$ cat src/core/wkr_regs.vh
// Purpose: constants for the wake event indication and ready block
// Assumes: 10 MHz sys_clk
// Notes:   offsets are byte addresses on the host register port
//
// Summary of operation
// Two-bit wake cause: none, energy, frame, multiple
// Writing one clears a cause bit
// Cause clear only in D0 with ready
// Cause bit clears only after sources clear
// Pulse select one: output active 50 ms
// Pulse select zero: output held active
// Output drops on cause clear or when both event enables clear
// Polarity bit: one high, zero low, default zero
// Open-drain ignores polarity, always active low
// Output driven only when output enable set
// Output enable does not gate wake interrupt
// Ready flag set once device stabilised
// Control register readable in every power state
// Host polls ready before normal use
// Host accesses nothing else while not ready
// Host reads only config and control while not ready
// Power state: D0, D1 frame, D2 energy, reserved
// Enabled event drives output and always interrupt
// Driver type: zero open-drain, one push-pull
// Any write to byte test register wakes device
// Different second event gives multiple code
`ifndef WKR_REGS_VH
`define WKR_REGS_VH

// ----------------------------------------
// Register offsets
// ----------------------------------------
`define WKR_OFF_PMCS        8'h84
`define WKR_OFF_BYTE_TEST   8'h64
`define WKR_OFF_HARDWARE_CONFIG_REGISTER      8'h74

// ----------------------------------------
// Field positions
// ----------------------------------------
`define WKR_BIT_READY       0
`define WKR_BIT_OUT_EN      1
`define WKR_BIT_POL         2
`define WKR_BIT_PULSE       3
`define WKR_BIT_CAUSE_LO    4
`define WKR_BIT_CAUSE_HI    5
`define WKR_BIT_DRV_TYPE    6
`define WKR_BIT_ENERGY_DETECT_EVENT_ENABLE       8
`define WKR_BIT_WF_EN       9
`define WKR_BIT_PS_LO       12
`define WKR_BIT_PS_HI       13

// ----------------------------------------
// Encodings and reset values
// ----------------------------------------
`define WKR_CAUSE_NONE      2'h0
`define WKR_CAUSE_ENERGY    2'h1
`define WKR_CAUSE_FRAME     2'h2
`define WKR_CAUSE_MULTI     2'h3
`define WKR_PS_D0           2'h0
`define WKR_PS_D1           2'h1
`define WKR_PS_D2           2'h2
`define WKR_PS_RSVD         2'h3
`define WKR_ZERO32          32'h0000_0000

// ----------------------------------------
// Timing
// ----------------------------------------
`define WKR_CLK_HZ          10000000
`define WKR_PULSE_MS        50
`define WKR_PULSE_CYC       ((`WKR_CLK_HZ / 1000) * `WKR_PULSE_MS)
`define WKR_SETTLE_CYC      16
`define WKR_CNT_W           20

`endif

$ cat src/core/wkr_sync.v
// Purpose: two-flop synchroniser for pin-level event inputs
// Assumes: single sys_clk domain
// Notes:   first stage is read only by the second stage
`timescale 1ns/10ps
`default_nettype none

module wkr_sync #(
  parameter W = 2
) (
  // Clock and reset
  input  wire         sys_clk,
  input  wire         sys_rst,
  // Data
  input  wire [W-1:0] async_in,
  output reg  [W-1:0] sync_out
);

  reg [W-1:0] meta_reg;

  always @(posedge sys_clk) begin
    if (sys_rst) begin
      meta_reg <= {W{1'b0}};
      sync_out <= {W{1'b0}};
    end else begin
      meta_reg <= async_in;
      sync_out <= meta_reg;
    end
  end

endmodule

`default_nettype wire

$ cat src/core/wkr_top.v
// Purpose: wake cause reporting, wake output pin and device ready flag
// Assumes: host register port on sys_clk; event pins asynchronous
// Notes:   event source flags are levels held until their owner clears them
`timescale 1ns/10ps
`default_nettype none
`include "wkr_regs.vh"

module wkr_top #(
  parameter PULSE_CYC  = `WKR_PULSE_CYC,
  parameter SETTLE_CYC = `WKR_SETTLE_CYC
) (
  // Clock and reset
  input  wire        sys_clk,
  input  wire        sys_rst,
  // Host register port
  input  wire [7:0]  host_addr,
  input  wire        host_wr,
  input  wire        host_rd,
  input  wire [31:0] host_wdata,
  output reg  [31:0] host_rdata,
  output reg         host_rvalid,
  // Event sources (asynchronous levels)
  input  wire        energy_src,
  input  wire        frame_src,
  // Wake pin as two signals
  output reg         wake_event_output_o,
  output reg         wake_event_output_oe,
  // Internal status
  output reg         wake_interrupt,
  output reg         device_ready,
  output reg  [1:0]  power_state_select
);

  // ----------------------------------------
  // State machine codes
  // ----------------------------------------
  localparam ST_SETTLE = 2'b00;
  localparam ST_RUN    = 2'b01;
  localparam ST_LOW    = 2'b10;

  // ----------------------------------------
  // Declarations
  // ----------------------------------------
  reg  [1:0]             st_reg;
  reg  [1:0]             st_next;
  reg  [`WKR_CNT_W-1:0]  settle_reg;
  reg  [1:0]             cause_reg;
  reg  [1:0]             cause_next;
  reg                    out_en_reg;
  reg                    pol_reg;
  reg                    pulse_sel_reg;
  reg                    drv_type_reg;
  reg                    energy_detect_event_enable_reg;
  reg                    wf_en_reg;
  reg                    active_reg;
  reg                    active_next;
  reg  [`WKR_CNT_W-1:0]  pulse_reg;
  reg  [`WKR_CNT_W-1:0]  pulse_next;
  reg  [1:0]             src_prev_reg;
  wire [1:0]             src_sync;
  wire                   ed_hit;
  wire                   wf_hit;
  wire                   ed_rise;
  wire                   wf_rise;
  wire                   any_rise;
  wire                   wr_pmcs;
  wire                   wr_bt;
  wire                   clr_ok;
  wire                   clr_lo;
  wire                   clr_hi;
  wire [31:0]            pmcs_view;

  // ----------------------------------------
  // Event synchronisation
  // ----------------------------------------
  wkr_sync #(
    .W (2)
  ) u_sync (
    .sys_clk  (sys_clk),
    .sys_rst  (sys_rst),
    .async_in ({frame_src, energy_src}),
    .sync_out (src_sync)
  );

  // Enabled sources only count as wake events
  assign ed_hit   = src_sync[0] & energy_detect_event_enable_reg;
  assign wf_hit   = src_sync[1] & wf_en_reg;
  assign ed_rise  = ed_hit & ~src_prev_reg[0];
  assign wf_rise  = wf_hit & ~src_prev_reg[1];
  assign any_rise = ed_rise | wf_rise;

  // ----------------------------------------
  // Host decode
  // ----------------------------------------
  assign wr_pmcs = host_wr & (host_addr == `WKR_OFF_PMCS);
  assign wr_bt   = host_wr & (host_addr == `WKR_OFF_BYTE_TEST);
  // Clearing only allowed in D0 with ready set
  assign clr_ok  = wr_pmcs & device_ready &
                   (power_state_select == `WKR_PS_D0);
  assign clr_lo  = clr_ok & host_wdata[`WKR_BIT_CAUSE_LO];
  assign clr_hi  = clr_ok & host_wdata[`WKR_BIT_CAUSE_HI];

  // ----------------------------------------
  // Wake cause field
  // ----------------------------------------
  always @* begin
    cause_next = cause_reg;
    // A cause bit stays while its feeding source is still up
    if (clr_lo && !src_sync[0])
      cause_next[0] = 1'b0;
    if (clr_hi && !src_sync[1])
      cause_next[1] = 1'b0;
    // New events win over a clear in the same cycle; two kinds give 11b
    if (ed_rise)
      cause_next[0] = 1'b1;
    if (wf_rise)
      cause_next[1] = 1'b1;
  end

  // ----------------------------------------
  // Wake output activity and pulse timer
  // ----------------------------------------
  always @* begin
    active_next = active_reg;
    pulse_next  = pulse_reg;
    if (pulse_sel_reg && pulse_reg != {`WKR_CNT_W{1'b0}}) begin
      pulse_next = pulse_reg - 1'b1;
      if (pulse_reg == {{(`WKR_CNT_W-1){1'b0}}, 1'b1})
        active_next = 1'b0;
    end
    // Deactivate on cleared cause or on both enables off
    if (cause_next == `WKR_CAUSE_NONE || (!energy_detect_event_enable_reg && !wf_en_reg)) begin
      active_next = 1'b0;
      pulse_next  = {`WKR_CNT_W{1'b0}};
    end
    if (any_rise) begin
      active_next = 1'b1;
      pulse_next  = pulse_sel_reg ? PULSE_CYC[`WKR_CNT_W-1:0]
                                  : {`WKR_CNT_W{1'b0}};
    end
  end

  // ----------------------------------------
  // Ready sequencing
  // ----------------------------------------
  always @* begin
    st_next = st_reg;
    case (st_reg)
      ST_SETTLE: begin
        if (settle_reg == {`WKR_CNT_W{1'b0}})
          st_next = ST_RUN;
      end
      ST_RUN: begin
        if (wr_pmcs && host_wdata[`WKR_BIT_PS_HI:`WKR_BIT_PS_LO] != `WKR_PS_D0 &&
            host_wdata[`WKR_BIT_PS_HI:`WKR_BIT_PS_LO] != `WKR_PS_RSVD)
          st_next = ST_LOW;
      end
      ST_LOW: begin
        // Any data written to the byte test register wakes the device
        if (wr_bt || any_rise)
          st_next = ST_SETTLE;
      end
      default: st_next = ST_SETTLE;
    endcase
  end

  // ----------------------------------------
  // Register file view
  // ----------------------------------------
  assign pmcs_view = {18'h00000, power_state_select, 2'h0, wf_en_reg, energy_detect_event_enable_reg,
                      1'b0, drv_type_reg, cause_reg, pulse_sel_reg, pol_reg,
                      out_en_reg, device_ready};

  // ----------------------------------------
  // Sequential logic
  // ----------------------------------------
  always @(posedge sys_clk) begin
    if (sys_rst) begin
      st_reg               <= ST_SETTLE;
      settle_reg           <= SETTLE_CYC[`WKR_CNT_W-1:0];
      cause_reg            <= `WKR_CAUSE_NONE;
      out_en_reg           <= 1'b0;
      pol_reg              <= 1'b0;
      pulse_sel_reg        <= 1'b0;
      drv_type_reg         <= 1'b0;
      energy_detect_event_enable_reg            <= 1'b0;
      wf_en_reg            <= 1'b0;
      active_reg           <= 1'b0;
      pulse_reg            <= {`WKR_CNT_W{1'b0}};
      src_prev_reg         <= 2'h0;
      host_rdata           <= `WKR_ZERO32;
      host_rvalid          <= 1'b0;
      wake_event_output_o  <= 1'b0;
      wake_event_output_oe <= 1'b0;
      wake_interrupt       <= 1'b0;
      device_ready         <= 1'b0;
      power_state_select   <= `WKR_PS_D0;
    end else begin
      st_reg       <= st_next;
      cause_reg    <= cause_next;
      active_reg   <= active_next;
      pulse_reg    <= pulse_next;
      src_prev_reg <= {wf_hit, ed_hit};
      if (st_reg == ST_SETTLE && settle_reg != {`WKR_CNT_W{1'b0}})
        settle_reg <= settle_reg - 1'b1;
      else if (st_reg == ST_LOW)
        settle_reg <= SETTLE_CYC[`WKR_CNT_W-1:0];
      // Ready only after the settle count runs out
      device_ready <= (st_next == ST_RUN);
      // Control writes need ready; power state field self-clears on wake
      if (wr_pmcs && device_ready) begin
        out_en_reg    <= host_wdata[`WKR_BIT_OUT_EN];
        pol_reg       <= host_wdata[`WKR_BIT_POL];
        pulse_sel_reg <= host_wdata[`WKR_BIT_PULSE];
        drv_type_reg  <= host_wdata[`WKR_BIT_DRV_TYPE];
        energy_detect_event_enable_reg     <= host_wdata[`WKR_BIT_ENERGY_DETECT_EVENT_ENABLE];
        wf_en_reg     <= host_wdata[`WKR_BIT_WF_EN];
      end
      if (st_reg == ST_RUN && st_next == ST_LOW)
        power_state_select <= host_wdata[`WKR_BIT_PS_HI:`WKR_BIT_PS_LO];
      else if (st_next != ST_LOW)
        power_state_select <= `WKR_PS_D0;
      // Readable in every state, ready or not
      host_rvalid <= host_rd;
      if (host_rd && host_addr == `WKR_OFF_PMCS)
        host_rdata <= pmcs_view;
      else
        host_rdata <= `WKR_ZERO32;
      // Interrupt follows events regardless of output enable
      wake_interrupt <= (cause_next != `WKR_CAUSE_NONE);
      // Pin: open-drain drives low only when active; push-pull uses polarity
      if (!drv_type_reg) begin
        wake_event_output_o  <= 1'b0;
        wake_event_output_oe <= out_en_reg & active_next;
      end else begin
        wake_event_output_o  <= ~(active_next ^ pol_reg);
        wake_event_output_oe <= out_en_reg;
      end
    end
  end

endmodule

`default_nettype wire

$ cat config.mk
export PLATFORM = sky130hd
export DESIGN_NAME = wkr_top
export DESIGN_NICKNAME = d
export VERILOG_FILES = /design/src/core/wkr_sync.v /design/src/core/wkr_top.v
export VERILOG_INCLUDE_DIRS = /design/src /design/src/core
export SDC_FILE = /design/constraint.sdc
export NUM_CORES = 1
export LEC_CHECK = 0
export BUFFER_PORTS_ARGS = -buffer_cell sky130_fd_sc_hd__buf_2
export CAP_MARGIN = 0
export CELL_PAD_IN_SITES_DETAIL_PLACEMENT = 1
export CELL_PAD_IN_SITES_GLOBAL_PLACEMENT = 2
export CORE_MARGIN = 2
export CORE_UTILIZATION = 31
export CTS_CLUSTER_SIZE = 20
export DETAILED_ROUTE_END_ITERATION = 6
export GPL_TIMING_DRIVEN = 0
export PLACE_DENSITY_LB_ADDON = 0.1
export RECOVER_POWER = 50
export SLEW_MARGIN = 20
export SYNTH_ARGS = -nofsm -noshare
export SYNTH_HDL_FRONTEND = slang
export SYNTH_SLANG_ARGS = --single-unit
$ cat constraint.sdc
create_clock -name sys_clk -period 3.21 [get_ports sys_clk]
set_input_delay 0.642 -clock sys_clk [delete_from_list [all_inputs] [get_ports sys_clk]]
set_output_delay 0.642 -clock sys_clk [all_outputs]
set_load 0.1 [all_outputs]
==> flow_summary.rst <==
.. list-table::
   :header-rows: 1

   * - Metric
     - Value
   * - Fraction of registers with async set or reset after synthesis
     - 0
   * - Type of destination of the critical path
     - flip-flop
   * - Fill cell instance count of the final layout
     - 1300
   * - Total internal power
     - 0.001580 W
   * - Initial core utilization
     - 0.3171
   * - Cell with the largest stage delay on the worst path
     - or3b_2
   * - Clock-pin slew reported for the worst setup and hold paths after clock tree synthesis
     - 0.08 ns
   * - Total CTS buffers
     - 9
   * - Flip-flop cell with the highest count after synthesis
     - dfxtp_1
   * - VDD IR max
     - 0.3828 mV
   * - Required time of the worst setup path
     - 3.44 ns
   * - Hold_buf cts
     - 0
   * - Minimum clock period
     - 2.611 ns
   * - Sequential area share after synthesis
     - 0.4368
   * - # rows
     - 38
   * - Path type of the worst min-delay path
     - flip-flop to flip-flop
   * - Sequential cell area
     - 1501 um2
   * - Number of slew-limit violations in the final report
     - 0
   * - Period utilisation layout
     - 0.8135
   * - Area occupied by multi-input gates
     - 1750 um2
   * - Overall fraction of global-route tracks in use
     - 0.1657
   * - Final routed wirelength across all metal layers
     - 9239 um
   * - Die area
     - 11950 um2
   * - Switching Power
     - 0.0009113 W
   * - Busiest grt layer
     - met2
   * - EDFF count, synth
     - 0
   * - Met1 Track Usage GR
     - 0.2125
   * - Result of the run
     - complete, no violations
   * - Switch share
     - 0.3658
   * - Post-DP HPWL
     - 6814 um
   * - TritonCTS clock tree
     - built
   * - Startpoint type of the worst setup path
     - input port
   * - Global-route track usage on met2
     - 0.2826
   * - # resized after CTS
     - 0
   * - Post-route worst setup slack
     - around 0.60 ns
   * - Worst slack after detailed placement
     - 0.2339 ns
   * - Met3 track demand over resource
     - 0.03557
   * - Number of design rule violations left after detail routing
     - 0
   * - Wire length per cell after detailed routing
     - 15.22 um
   * - Peak Freq
     - about 0.38 GHz
   * - Leak Pwr
     - approximately 1.7 nW
   * - Sequential group share of total power
     - 0.434
   * - Global-route wire length before repair
     - 15390 um
   * - Antenna-violating nets left
     - 0
   * - Crit path arrival time
     - 2.84 ns
   * - Number of instances in the synthesized netlist
     - between 300 and 400
   * - Total number of nets in the final design
     - around 500
   * - Power share of the combinational group
     - 0.257
   * - Number of setup buffers added after CTS
     - 0
   * - Register bit total from synthesis
     - 75
   * - Diode insertion count for antenna repair
     - 0
   * - Iteration count of the initial detailed-routing pass
     - 5
   * - RSZ-0062 raised after global routing
     - false
   * - Worst path bufs/invs
     - 2
   * - Final estimated routing congestion in global placement
     - 0.7754
   * - Mean post-synth cell area
     - 8.790 um2
   * - Count of final hold-check violations
     - 0
   * - Largest net degree at the start of global routing
     - 16
   * - Critical path peak fanout
     - 10
   * - IO buf count
     - 40
   * - Width of the chip
     - about 110 um
   * - Sum of overflow across all layers after global routing
     - 0
   * - Total power divided by cell area
     - about 610 nW/um2
   * - Maximum capacitance violations
     - 0
   * - Number of antenna violations at the first check in global routing
     - 0
   * - Violation count after the first detailed-route iteration
     - 108
   * - Number of distinct library cells after synthesis
     - 57
   * - Vias per cell
     - 5.002
   * - Total I/O pin count
     - 85
   * - Deepest level of the CTS H-tree
     - 3
   * - Routed via count
     - approximately 3000
   * - Die Height
     - 109.3 um
   * - Count of yosys warnings during synthesis
     - 0
   * - Post-Synthesis Cell Area
     - around 3400 um2
   * - Worst Setup Path Type
     - input port to flip-flop
   * - Fin Setup TNS
     - 0 ns
   * - Relative max-transition margin
     - 0.2133
   * - Final setup violation count
     - 0
   * - Measured slew at the worst slew-check pin
     - 1.185 ns
   * - Core Box Area
     - 10840 um2
   * - Maximum count of clock buffers along a single path
     - 2
   * - Kind of cell adding the most delay to the critical path
     - simple AND/OR/NAND/NOR gates
   * - Root Buffer
     - clkbuf_8
   * - Share of cells above drive strength 1
     - 0.1670
   * - Crit path largest cell delay
     - 0.50 ns
   * - Later-pin clock latency in the skew report
     - 0.35 ns
   * - Vias in the first global route
     - between 2000 and 3000
   * - Clock Sink Count
     - 75
   * - Largest clock skew in the final design
     - 0.01151 ns
   * - Cell-by-cell trace of the critical path
     - buf_2 -> or3b_2 -> nor4_1 -> o22ai_1 -> nand3b_1 -> nand2b_1 -> clkbuf_1 -> nor2_1
   * - Clock share of power
     - 0.309
   * - Area Growth Syn to Fin
     - 18.49%
==> per-stage QoR <==
stage                 util  cell area, um2  hold slack, ns  power, W  cells
global route        0.3757            4073          0.4741  0.002648    607
finish              0.3757            4073          0.4422  0.002491    607
detailed placement  0.3586            3887          0.4283  0.001742    591
floorplan                -            3512          0.4138  0.001595    411
global placement    0.3586            3887          0.4234  0.001731    591
CTS                 0.3778            4095          0.4486  0.002528    607
==> worst register-to-register path: cells and delay by family (launching register included) <==
family / cells / cell delay (ns)
AO/OA/AOI/OAI: 2 / 0.47
flip-flops: 1 / 0.36
AND/OR/NAND/NOR: 4 / 1.67
==> power groups by stage <==
stage	sequential [W]	combinational [W]	clock (W)
global placement	0.00110	0.000631	0
CTS	0.00108	0.000646	0.000801
floorplan	0.00111	0.000487	0
finish	0.00108	0.000640	0.000770
detailed placement	0.00110	0.000640	0
global route	0.00110	0.000712	0.000840
==> path summary, 6_finish.rpt <==
check / startpoint / end / slack, ns / cells past startpoint
worst max-delay path: host_addr[5] / pulse_reg[3] / 0.60 / 8
worst min-delay path: u_sync.meta_reg[1] / u_sync.sync_out[1] / 0.44 / 1
worst max register to register: settle_reg[9] / settle_reg[6] / 0.64 / 6
worst min register to register: u_sync.meta_reg[1] / u_sync.sync_out[1] / 0.44 / 1
==> cells in the mapped netlist (all sizes together), types with 7 or more instances <==
library cell	number	area, um2
a21oi	15	75.07
a31oi	8	56.30
and3	17	106.4
buf	24	170.2
clkbuf	13	48.80
dfxtp	75	1501
inv	11	41.29
mux2i	7	70.07
nand2	17	63.81
nand3	11	55.05
nor2	42	160.2
nor2b	8	50.05
nor3	26	135.1
nor4	15	108.9
o21ai	12	63.81
xnor2	12	105.1
==> cell usage in the layout, fill, tap and decap left out, types with 15 or more instances in the layout <==
master    synthesis  routed
dfxtp_1          75      75
nor2_1           41      41
buf_4            21      21
a21oi_1          15      15
nand2_1          17      17
clkbuf_1         13      32
buf_2             1      23
nor3_1           25      25
and3_1           17      17
conb_1            1      21
==> final cells by class <==
type | count | share of cell area
buffer | 37 | 0.05376
clock buffer | 9 | 0.03041
clock inverter | 7 | 0.02058
inverter | 11 | 0.01014
multi-input combinational | 288 | 0.4298
sequential | 75 | 0.3687
tap | 140 | 0.04301
timing repair buffer | 40 | 0.04363
==> logic make-up (layout without fill, tap and decap cells) <==
kind of cell	count (synthesis)	after routing	share of synthesized area
flops	75	75	0.4368
buf+inv	48	104	0.07572
xor+xnor	16	16	0.04077
fa+ha+maj	3	3	0.01092
simple gates	170	170	0.2712
other cells	1	21	0.001091
mux	7	7	0.02039
compound gates	71	71	0.1431
==> metal layers <==
metal	wire length, um	up-vias
met5	0	-
met4	85	0
met3	234	8
met2	4596	35
met1	4322	1480
li1	-	1513
No activity file was read; power rests on OpenSTA's default activity.
